## config.mk

```make
export PLATFORM = sky130hd
export DESIGN_NAME = mbs_bank_select
export DESIGN_NICKNAME = d
export VERILOG_FILES = /design/src/verilog/mbs_pkg.sv /design/src/verilog/mbs_bank_select.sv
export SDC_FILE = /design/constraint.sdc
export NUM_CORES = 1
export LEC_CHECK = 0
export BUFFER_PORTS_ARGS = -buffer_cell sky130_fd_sc_hd__buf_2
export CAP_MARGIN = 25
export CORE_UTILIZATION = 41
export DETAILED_ROUTE_END_ITERATION = 10
export GPL_ROUTABILITY_DRIVEN = 0
export SYNTH_ARGS = -nofsm -noshare
export SYNTH_HDL_FRONTEND = slang
export SYNTH_SLANG_ARGS = --single-unit
```

## constraint.sdc

```tcl
create_clock -name sys_clk -period 2.4 [get_ports sys_clk]
set_input_delay 0.24 -clock sys_clk [delete_from_list [all_inputs] [get_ports sys_clk]]
set_output_delay 0.24 -clock sys_clk [all_outputs]
set_load 0.05 [all_outputs]
```

## src/verilog/mbs_pkg.sv

```systemverilog
package mbs_pkg;
	// Terminal count, parameter count and parameter word width.
	localparam int NTERM = 5;
	localparam int NPAR = 6;
	localparam int PW = 16;
	localparam int AW = 8;

	// Input terminal function codes.
	localparam logic [7:0] FN_SECOND_MOTOR = 8'h08;
	localparam logic [7:0] FN_LIVE_SWITCH = 8'h35;
	localparam logic [7:0] FN_RST = 8'h00;

	// Parameters that the live switch may swap, one bit per index.
	localparam logic [NPAR-1:0] LIVE_MASK = 6'h1f;
	localparam logic [PW-1:0] PAR_RST = 16'h0000;

	// Register byte addresses.
	localparam logic [AW-1:0] ADDR_TERM = 8'h00;
	localparam logic [AW-1:0] ADDR_STATUS = 8'h14;
	localparam logic [AW-1:0] ADDR_BANK1 = 8'h20;
	localparam logic [AW-1:0] ADDR_BANK2 = 8'h40;

	// Status register bit positions.
	localparam int ST_ACTIVE = 0;
	localparam int ST_LIVE = 1;
	localparam int ST_STOPPED = 2;
	localparam int ST_TERM = 8;

	// Bus response codes.
	localparam logic [1:0] RESP_OKAY = 2'h0;
	localparam logic [1:0] RESP_SLVERR = 2'h2;

	// Active parameter set handed to the frequency generator.
	typedef struct packed {
		logic [PW-1:0] baseFreq;
		logic [PW-1:0] accelTimeTwo;
		logic [PW-1:0] boostLevel;
		logic [PW-1:0] multispeedZeroFreq;
		logic [PW-1:0] decelTimeOne;
		logic [PW-1:0] accelTimeOne;
	} mbs_param_s;
endpackage

```

## src/verilog/mbs_bank_select.sv

```systemverilog
`timescale 1ns/1ps
// Functional notes
// - Second-motor terminal active selects second bank.
// - Terminal inactive returns to first bank.
// - Selection change while running waits for stop.
// - Live switch terminal swaps banks immediately.
// - Live switch swaps only ramp, speed, boost.
// - Any of five terminals takes either function.
module mbs_bank_select #(
	parameter int NTERM = mbs_pkg::NTERM
) (
	input wire logic sys_clk,
	input wire logic arst_n,
	input wire logic clkEn,
	input wire logic [NTERM-1:0] termIn,
	input wire logic driveStopped,
	input wire logic [mbs_pkg::AW-1:0] s_axi_awaddr,
	input wire logic s_axi_awvalid,
	output logic s_axi_awready,
	input wire logic [31:0] s_axi_wdata,
	input wire logic [3:0] s_axi_wstrb,
	input wire logic s_axi_wvalid,
	output logic s_axi_wready,
	output logic [1:0] s_axi_bresp,
	output logic s_axi_bvalid,
	input wire logic s_axi_bready,
	input wire logic [mbs_pkg::AW-1:0] s_axi_araddr,
	input wire logic s_axi_arvalid,
	output logic s_axi_arready,
	output logic [31:0] s_axi_rdata,
	output logic [1:0] s_axi_rresp,
	output logic s_axi_rvalid,
	input wire logic s_axi_rready,
	output mbs_pkg::mbs_param_s activeParam,
	output logic activeBank,
	output logic liveBank
);
	localparam int PW = mbs_pkg::PW;
	localparam int NPAR = mbs_pkg::NPAR;
	localparam int AW = mbs_pkg::AW;
	localparam int BANKGAP = int'(mbs_pkg::ADDR_BANK2) -
		int'(mbs_pkg::ADDR_BANK1);

	// The terminal count is capped by the register map: the fifth
	// function word sits just below the status word, so a sixth
	// terminal would collide with it.
	if (NTERM < 1 || NTERM > 5) begin : gBadTerm
		$error("NTERM must lie between 1 and 5");
	end

	// The first bank must end before the second one starts, or a write
	// meant for one bank would land in both decoders at once.
	if (4 * NPAR > BANKGAP) begin : gBadPar
		$error("Parameter banks overlap in the register map");
	end

	// A parameter word is carried in the low bits of one bus word.
	if (PW < 1 || PW > 32) begin : gBadWidth
		$error("Parameter word does not fit a bus word");
	end

	// Register index inside a window, or -1 when outside it. Misaligned
	// byte addresses fall outside every window, so a stray access can
	// never touch two neighbouring words.
	function automatic int winIndex(input logic [AW-1:0] a,
		input logic [AW-1:0] base, input int n);
		int idx;
		idx = -1;
		if (a >= base && a < base + AW'(4 * n) && a[1:0] == 2'h0) begin
			idx = int'((a - base) >> 2);
		end
		return idx;
	endfunction

	// Byte-lane merge of write data into an old word. Lanes above a
	// narrow register are merged too and then simply dropped.
	function automatic logic [31:0] laneMerge(input logic [31:0] old,
		input logic [31:0] wd, input logic [3:0] st);
		logic [31:0] r;
		r = old;
		for (int b = 0; b < 4; b++) begin
			if (st[b]) begin
				r[8*b +: 8] = wd[8*b +: 8];
			end
		end
		return r;
	endfunction

	// Function code per terminal, both parameter banks, the stop-gated
	// select and the registered parameter set handed downstream.
	logic [7:0] termFunc_r [NTERM];
	logic [7:0] termFunc_nxt [NTERM];
	logic [PW-1:0] bank_r [2][NPAR];
	logic [PW-1:0] bank_nxt [2][NPAR];
	logic stopSel_r;
	logic stopSel_nxt;
	logic [NPAR*PW-1:0] outVec_r;
	logic [NPAR*PW-1:0] outVec_nxt;

	// Bus response state.
	logic bvalid_r;
	logic bvalid_nxt;
	logic [1:0] bresp_r;
	logic [1:0] bresp_nxt;
	logic rvalid_r;
	logic rvalid_nxt;
	logic [31:0] rdata_r;
	logic [31:0] rdata_nxt;
	logic [1:0] rresp_r;
	logic [1:0] rresp_nxt;

	// Terminal decode and handshake strobes.
	logic [NTERM-1:0] setHit;
	logic [NTERM-1:0] liveHit;
	logic setReq;
	logic liveReq;
	logic wrGo;
	logic rdGo;

	// Each terminal is checked against both functions. A terminal whose
	// code is neither function is simply ignored here, since the other
	// terminal functions live in other blocks.
	for (genvar t = 0; t < NTERM; t++) begin : gTerm
		assign setHit[t] = termIn[t] &&
			termFunc_r[t] == mbs_pkg::FN_SECOND_MOTOR;
		assign liveHit[t] = termIn[t] &&
			termFunc_r[t] == mbs_pkg::FN_LIVE_SWITCH;
	end
	assign setReq = |setHit;
	assign liveReq = |liveHit;

	// Address and data are taken together; a held response blocks more.
	// Taking both at one edge avoids buffering a lone address or data
	// beat, at the cost of one write every second cycle at best.
	assign wrGo = clkEn && s_axi_awvalid && s_axi_wvalid && !bvalid_r;
	assign rdGo = clkEn && s_axi_arvalid && !rvalid_r;
	assign s_axi_awready = wrGo;
	assign s_axi_wready = wrGo;
	assign s_axi_arready = rdGo;
	assign s_axi_bvalid = bvalid_r;
	assign s_axi_bresp = bresp_r;
	assign s_axi_rvalid = rvalid_r;
	assign s_axi_rdata = rdata_r;
	assign s_axi_rresp = rresp_r;

	// Bank selection and the registered parameter set. The stop-gated
	// select only follows the terminal while the drive reports stopped,
	// so a change made at speed never retunes the motor model mid-run.
	// The live subset may move at speed; the remaining fields always
	// follow the stop-gated select.
	always_comb begin
		logic liveSel;
		liveSel = 1'b0;
		stopSel_nxt = stopSel_r;
		outVec_nxt = outVec_r;
		if (clkEn) begin
			if (driveStopped) begin
				stopSel_nxt = setReq;
			end
			// Live switch acts at once and also honours the stopped select.
			liveSel = liveReq | stopSel_r;
			for (int p = 0; p < NPAR; p++) begin
				if (mbs_pkg::LIVE_MASK[p]) begin
					outVec_nxt[p*PW +: PW] =
						bank_r[liveSel][p];
				end else begin
					outVec_nxt[p*PW +: PW] =
						bank_r[stopSel_r][p];
				end
			end
		end
	end

	// Selection registers; reset starts on the first bank with every
	// field of the parameter set cleared.
	always_ff @(posedge sys_clk or negedge arst_n) begin
		if (!arst_n) begin
			stopSel_r <= 1'b0;
			outVec_r <= '0;
		end else begin
			stopSel_r <= stopSel_nxt;
			outVec_r <= outVec_nxt;
		end
	end

	// Parameter set and bank indications. The live indication is a
	// plain decode, so it leads the registered parameter set by a cycle.
	assign activeParam = mbs_pkg::mbs_param_s'(outVec_r);
	assign activeBank = stopSel_r;
	assign liveBank = liveReq | stopSel_r;

	// Register writes. The status word is read-only and answers SLVERR.
	// A write to an unmapped or misaligned address changes nothing.
	// A new terminal function takes effect at once; a stop-gated
	// selection that depends on it settles on the next stopped cycle.
	always_comb begin
		int ti;
		int b1;
		int b2;
		logic [31:0] m;
		ti = winIndex(s_axi_awaddr, mbs_pkg::ADDR_TERM, NTERM);
		b1 = winIndex(s_axi_awaddr, mbs_pkg::ADDR_BANK1, NPAR);
		b2 = winIndex(s_axi_awaddr, mbs_pkg::ADDR_BANK2, NPAR);
		m = '0;
		termFunc_nxt = termFunc_r;
		bank_nxt = bank_r;
		bvalid_nxt = bvalid_r;
		bresp_nxt = bresp_r;
		if (clkEn && bvalid_r && s_axi_bready) begin
			bvalid_nxt = 1'b0;
		end
		if (wrGo) begin
			bvalid_nxt = 1'b1;
			bresp_nxt = mbs_pkg::RESP_OKAY;
			if (ti >= 0) begin
				m = laneMerge({24'h000000, termFunc_r[ti]},
					s_axi_wdata, s_axi_wstrb);
				termFunc_nxt[ti] = m[7:0];
			end else if (b1 >= 0) begin
				m = laneMerge(32'(bank_r[0][b1]),
					s_axi_wdata, s_axi_wstrb);
				bank_nxt[0][b1] = m[PW-1:0];
			end else if (b2 >= 0) begin
				m = laneMerge(32'(bank_r[1][b2]),
					s_axi_wdata, s_axi_wstrb);
				bank_nxt[1][b2] = m[PW-1:0];
			end else begin
				bresp_nxt = mbs_pkg::RESP_SLVERR;
			end
		end
	end

	// Register file and write response; functions reset to no function,
	// so no terminal steers a bank until software assigns one.
	always_ff @(posedge sys_clk or negedge arst_n) begin
		if (!arst_n) begin
			for (int t = 0; t < NTERM; t++) begin
				termFunc_r[t] <= mbs_pkg::FN_RST;
			end
			for (int k = 0; k < 2; k++) begin
				for (int p = 0; p < NPAR; p++) begin
					bank_r[k][p] <= mbs_pkg::PAR_RST;
				end
			end
			bvalid_r <= 1'b0;
			bresp_r <= mbs_pkg::RESP_OKAY;
		end else begin
			termFunc_r <= termFunc_nxt;
			bank_r <= bank_nxt;
			bvalid_r <= bvalid_nxt;
			bresp_r <= bresp_nxt;
		end
	end

	// Register reads. Unmapped addresses return zero with SLVERR.
	// The status word is assembled at the edge the read is taken.
	always_comb begin
		int ti;
		int b1;
		int b2;
		ti = winIndex(s_axi_araddr, mbs_pkg::ADDR_TERM, NTERM);
		b1 = winIndex(s_axi_araddr, mbs_pkg::ADDR_BANK1, NPAR);
		b2 = winIndex(s_axi_araddr, mbs_pkg::ADDR_BANK2, NPAR);
		rvalid_nxt = rvalid_r;
		rdata_nxt = rdata_r;
		rresp_nxt = rresp_r;
		if (clkEn && rvalid_r && s_axi_rready) begin
			rvalid_nxt = 1'b0;
		end
		if (rdGo) begin
			rvalid_nxt = 1'b1;
			rdata_nxt = '0;
			rresp_nxt = mbs_pkg::RESP_OKAY;
			if (ti >= 0) begin
				rdata_nxt[7:0] = termFunc_r[ti];
			end else if (b1 >= 0) begin
				rdata_nxt[PW-1:0] = bank_r[0][b1];
			end else if (b2 >= 0) begin
				rdata_nxt[PW-1:0] = bank_r[1][b2];
			end else if (s_axi_araddr == mbs_pkg::ADDR_STATUS) begin
				rdata_nxt[mbs_pkg::ST_ACTIVE] = stopSel_r;
				rdata_nxt[mbs_pkg::ST_LIVE] = liveReq | stopSel_r;
				rdata_nxt[mbs_pkg::ST_STOPPED] = driveStopped;
				rdata_nxt[mbs_pkg::ST_TERM +: NTERM] = termIn;
			end else begin
				rresp_nxt = mbs_pkg::RESP_SLVERR;
			end
		end
	end

	// Read response registers; the data stand until the master takes
	// them, so a slow master never sees them change under it.
	always_ff @(posedge sys_clk or negedge arst_n) begin
		if (!arst_n) begin
			rvalid_r <= 1'b0;
			rdata_r <= '0;
			rresp_r <= mbs_pkg::RESP_OKAY;
		end else begin
			rvalid_r <= rvalid_nxt;
			rdata_r <= rdata_nxt;
			rresp_r <= rresp_nxt;
		end
	end
endmodule

```

==> flow_summary.yaml <==
timing:
  relSlewSlack: 0.2548
  drv_slew: 0
  min_period_ns: 2.754
  fin_crit_sh: 1.147
  fin_setup_tns_ns: -20.70
  fmax_ghz: 0.3631
  fin_skew_ns: 0.02257
  worstMarginPinSlew_ns: 1.111
  rsz0062_at_grt: "true"
  setup_slack_ns: -0.3538
  hold_ws_ns: 0.01991
  setup_viol: 81
  finalHoldViolCount: 0
setup_path:
  cp_slowest_cell: "or4b_4"
  rrSetupSlack_ns: -0.34
  cp-end-kind: "output pin"
  critical_path.max_stage_delay_ns: 0.57
  arrival_ns: 2.51
  start_kind: "flip-flop"
  crit_fanout: 2
  worst-path-buf-inv: 1
  required_ns: 2.16
  path_cells: "or4b_4, or4_4, and4_4, nand2_4, buf_8"
  critPathTopFamily: "simple AND/OR/NAND/NOR gates"
  crit_type: "flip-flop to output pin"
worst_hold_path:
  hp-class: "primary input to flip-flop"
global_route:
  grt_start_max_net_pins: 182
  global_route.usage.met1: 0.4318
  antenna_found_initial: 3
  grt_use_total: 0.3363
  grt_use_met3: 0.08640
  top_usage_layer: "met2"
  overflow: 0
  grt_pass1_vias: 18720
  met2_usage: 0.5112
  grt_first_pass_wirelength_um: 123200
placement:
  placed_cell_area_um2: 22690
  place_ws_ns: -0.1774
  dp_hpwl_um: 58530
  io_buffer_count: 168
flow_run:
  maxCapViolations: 0
synthesis:
  synthXorXnorAreaFrac: 0
  synth_top_area_frac: 0.4408
  synth_mux_area_frac: 0.1393
  ys_types: 88
  synth-simple-area-share: 0.1592
  syn_avg_cell_area_um2: 9.512
  synth_top_family_by_area: "compound AO/OA/AOI/OAI gates"
  synth_ff_type: "dfrtp_1"
  synth_common_cells: "dfrtp_1, nand2_1, nor2_1"
  synthAdderAreaFrac: 0.004294
  synth_area_leaders: "dfrtp_1, mux2i_1, mux2_2"
  synth-edff-count: 0
  synth_compound_area_frac: 0.1977
  synth_area_um2: 19810
  synthCells: 2083
  synth.most_common_cell: "dfrtp_1"
  synth_top_area_cell: "dfrtp_1"
  ys_warn_count: 0
  yosysSeqAreaShare: 0.4408
  ys_ff_latch: 349
  synthArstFlopShare: 1.000
floorplan:
  start_util: 0.4150
  die_h_um: 221.8
  rows: 80
  core_um2: 47750
  die-area_um2: 49210
  die_w_um: 221.8
  pin_count: 205
clocking:
  clk_path_buf_depth: 3
  cts_root_buffer: "clkbuf_16"
  cts_buffers: 41
  tritoncts: "yes"
  clock_latency_ns: 0.59
  htreeDepth: 2
  cts_sinks: 349
  path_clk_slew_ns: 0.06
pwr:
  p_leak_uw: 0.01082
  peakVddDrop_mv: 0.5841
  powerDensity_nw_per_um2: 608.0
cells_and_area:
  multiInputGateArea_um2: 10370
  final_nets: 2423
  register_area_um2: 8733
  final_cell_area_um2: 24870
  drive_gt1_frac: 0.2845
  fillCellCount: 4265
  final_core_utilization: 0.5209
  area_growth_pct: 25.51
routing:
  num_vias: 19260
  vias_per_cell: 6.423
  final_antenna_net_count: 0
  routed_wl_um: 84010
  avgRoutedWirePerCell_um: 28.01
  firstDrtPassIters: 8
  drt_iter0_markers: 2511
  drc: 0
status:
  violations: "setup timing"
  outcome: "finished, violations left"
==> flip-flops by register name, indices dropped and copies added, names as in the netlist <==
signal        count
activeBank        1
s_axi_bvalid      1
s_axi_bresp       1
s_axi_rdata      16
s_axi_rresp       1
termFunc_r       40
activeParam      96
bank_r          192
s_axi_rvalid      1
==> cell type report <==
| type | instances | area share |
|---|---|---|
| clock inverters | 10 | 0.004377 |
| inverters | 59 | 0.009056 |
| well taps | 615 | 0.03094 |
| repair buffers | 402 | 0.1385 |
| flip-flops and latches | 349 | 0.3512 |
| clock buffers | 65 | 0.04890 |
| diodes | 1 | 0.0001006 |
| multi-input cells | 1498 | 0.4170 |
==> cell usage in the layout (no fill, tap or decap), drive strengths merged, types with 5 or more instances in the layout <==
cell type	netlist	routed
mux2	92	92
nand4b	5	5
nor4	19	19
a41oi	5	5
inv	59	60
ha	6	6
nand4	10	10
a2bb2oi	7	7
a221oi	8	8
o22a	18	18
a31oi	89	89
conb	1	18
o31ai	133	133
clkinv	0	7
dfrtp	349	349
nand3	98	98
nand2	245	245
nor4b	6	6
a21oi	68	68
o41ai	20	20
o311ai	6	6
a211oi	21	21
nor2b	26	26
mux4	13	13
clkbuf	102	70
mux2i	143	143
o22ai	18	18
nand2b	11	11
o21ai	140	140
nor2	151	151
buf	92	393
nor3	45	45
==> kinds of logic (layout without fill, tap and decap cells) <==
| kind of cell | count (synthesis) | count (layout) |
|---|---|---|
| compound gates | 582 | 582 |
| fa+ha+maj | 7 | 7 |
| buf+inv | 253 | 536 |
| flops | 349 | 349 |
| mux | 248 | 248 |
| other cells | 1 | 19 |
| simple gates | 643 | 643 |
==> power breakdown <==
group / switching (uW) / internal (uW) / total, uW
Sequential: 170 / 6070 / 6240
Combinational: 1910 / 696 / 2600
Clock: 2670 / 3600 / 6280
==> metrics by stage <==
step	power, uW	cells
after floorplan	7822	2100
after global placement	8827	2899
after detailed placement	8845	2899
after CTS	15090	2988
after global routing	15530	2998
final	15120	2999
==> worst paths after layout <==
kind / from / end / cells past startpoint
setup / recovery: termFunc_r[25] / liveBank / 5
hold / removal: clkEn / activeParam[35] / 2
setup reg to reg: termFunc_r[25] / activeParam[1] / 9
hold reg to reg: s_axi_bvalid / s_axi_bvalid / 2
max in group asynchronous: arst_n / termFunc_r[15] / 3
min in group asynchronous: arst_n / termFunc_r[6] / 2
==> layer usage <==
metal  share of wire  wire [um]
met1            0.38      32250
met2            0.44      36940
met3            0.11       9064
met4           0.068       5739
met5         0.00015         13
==> repair_timing <==
| item | CTS | global route |
|---|---|---|
| endpoints found under the setup margin | 9 | 94 |
| hold buffers | 4 | 0 |
| pin swaps | 8 | 9 |
| setup buffers | 3 | 5 |
| hold endpoints to repair | 55 | 0 |
| cloned | 7 | 5 |
| gates resized for setup | 64 | 26 |
No activity file was read; power rests on OpenSTA's default activity.
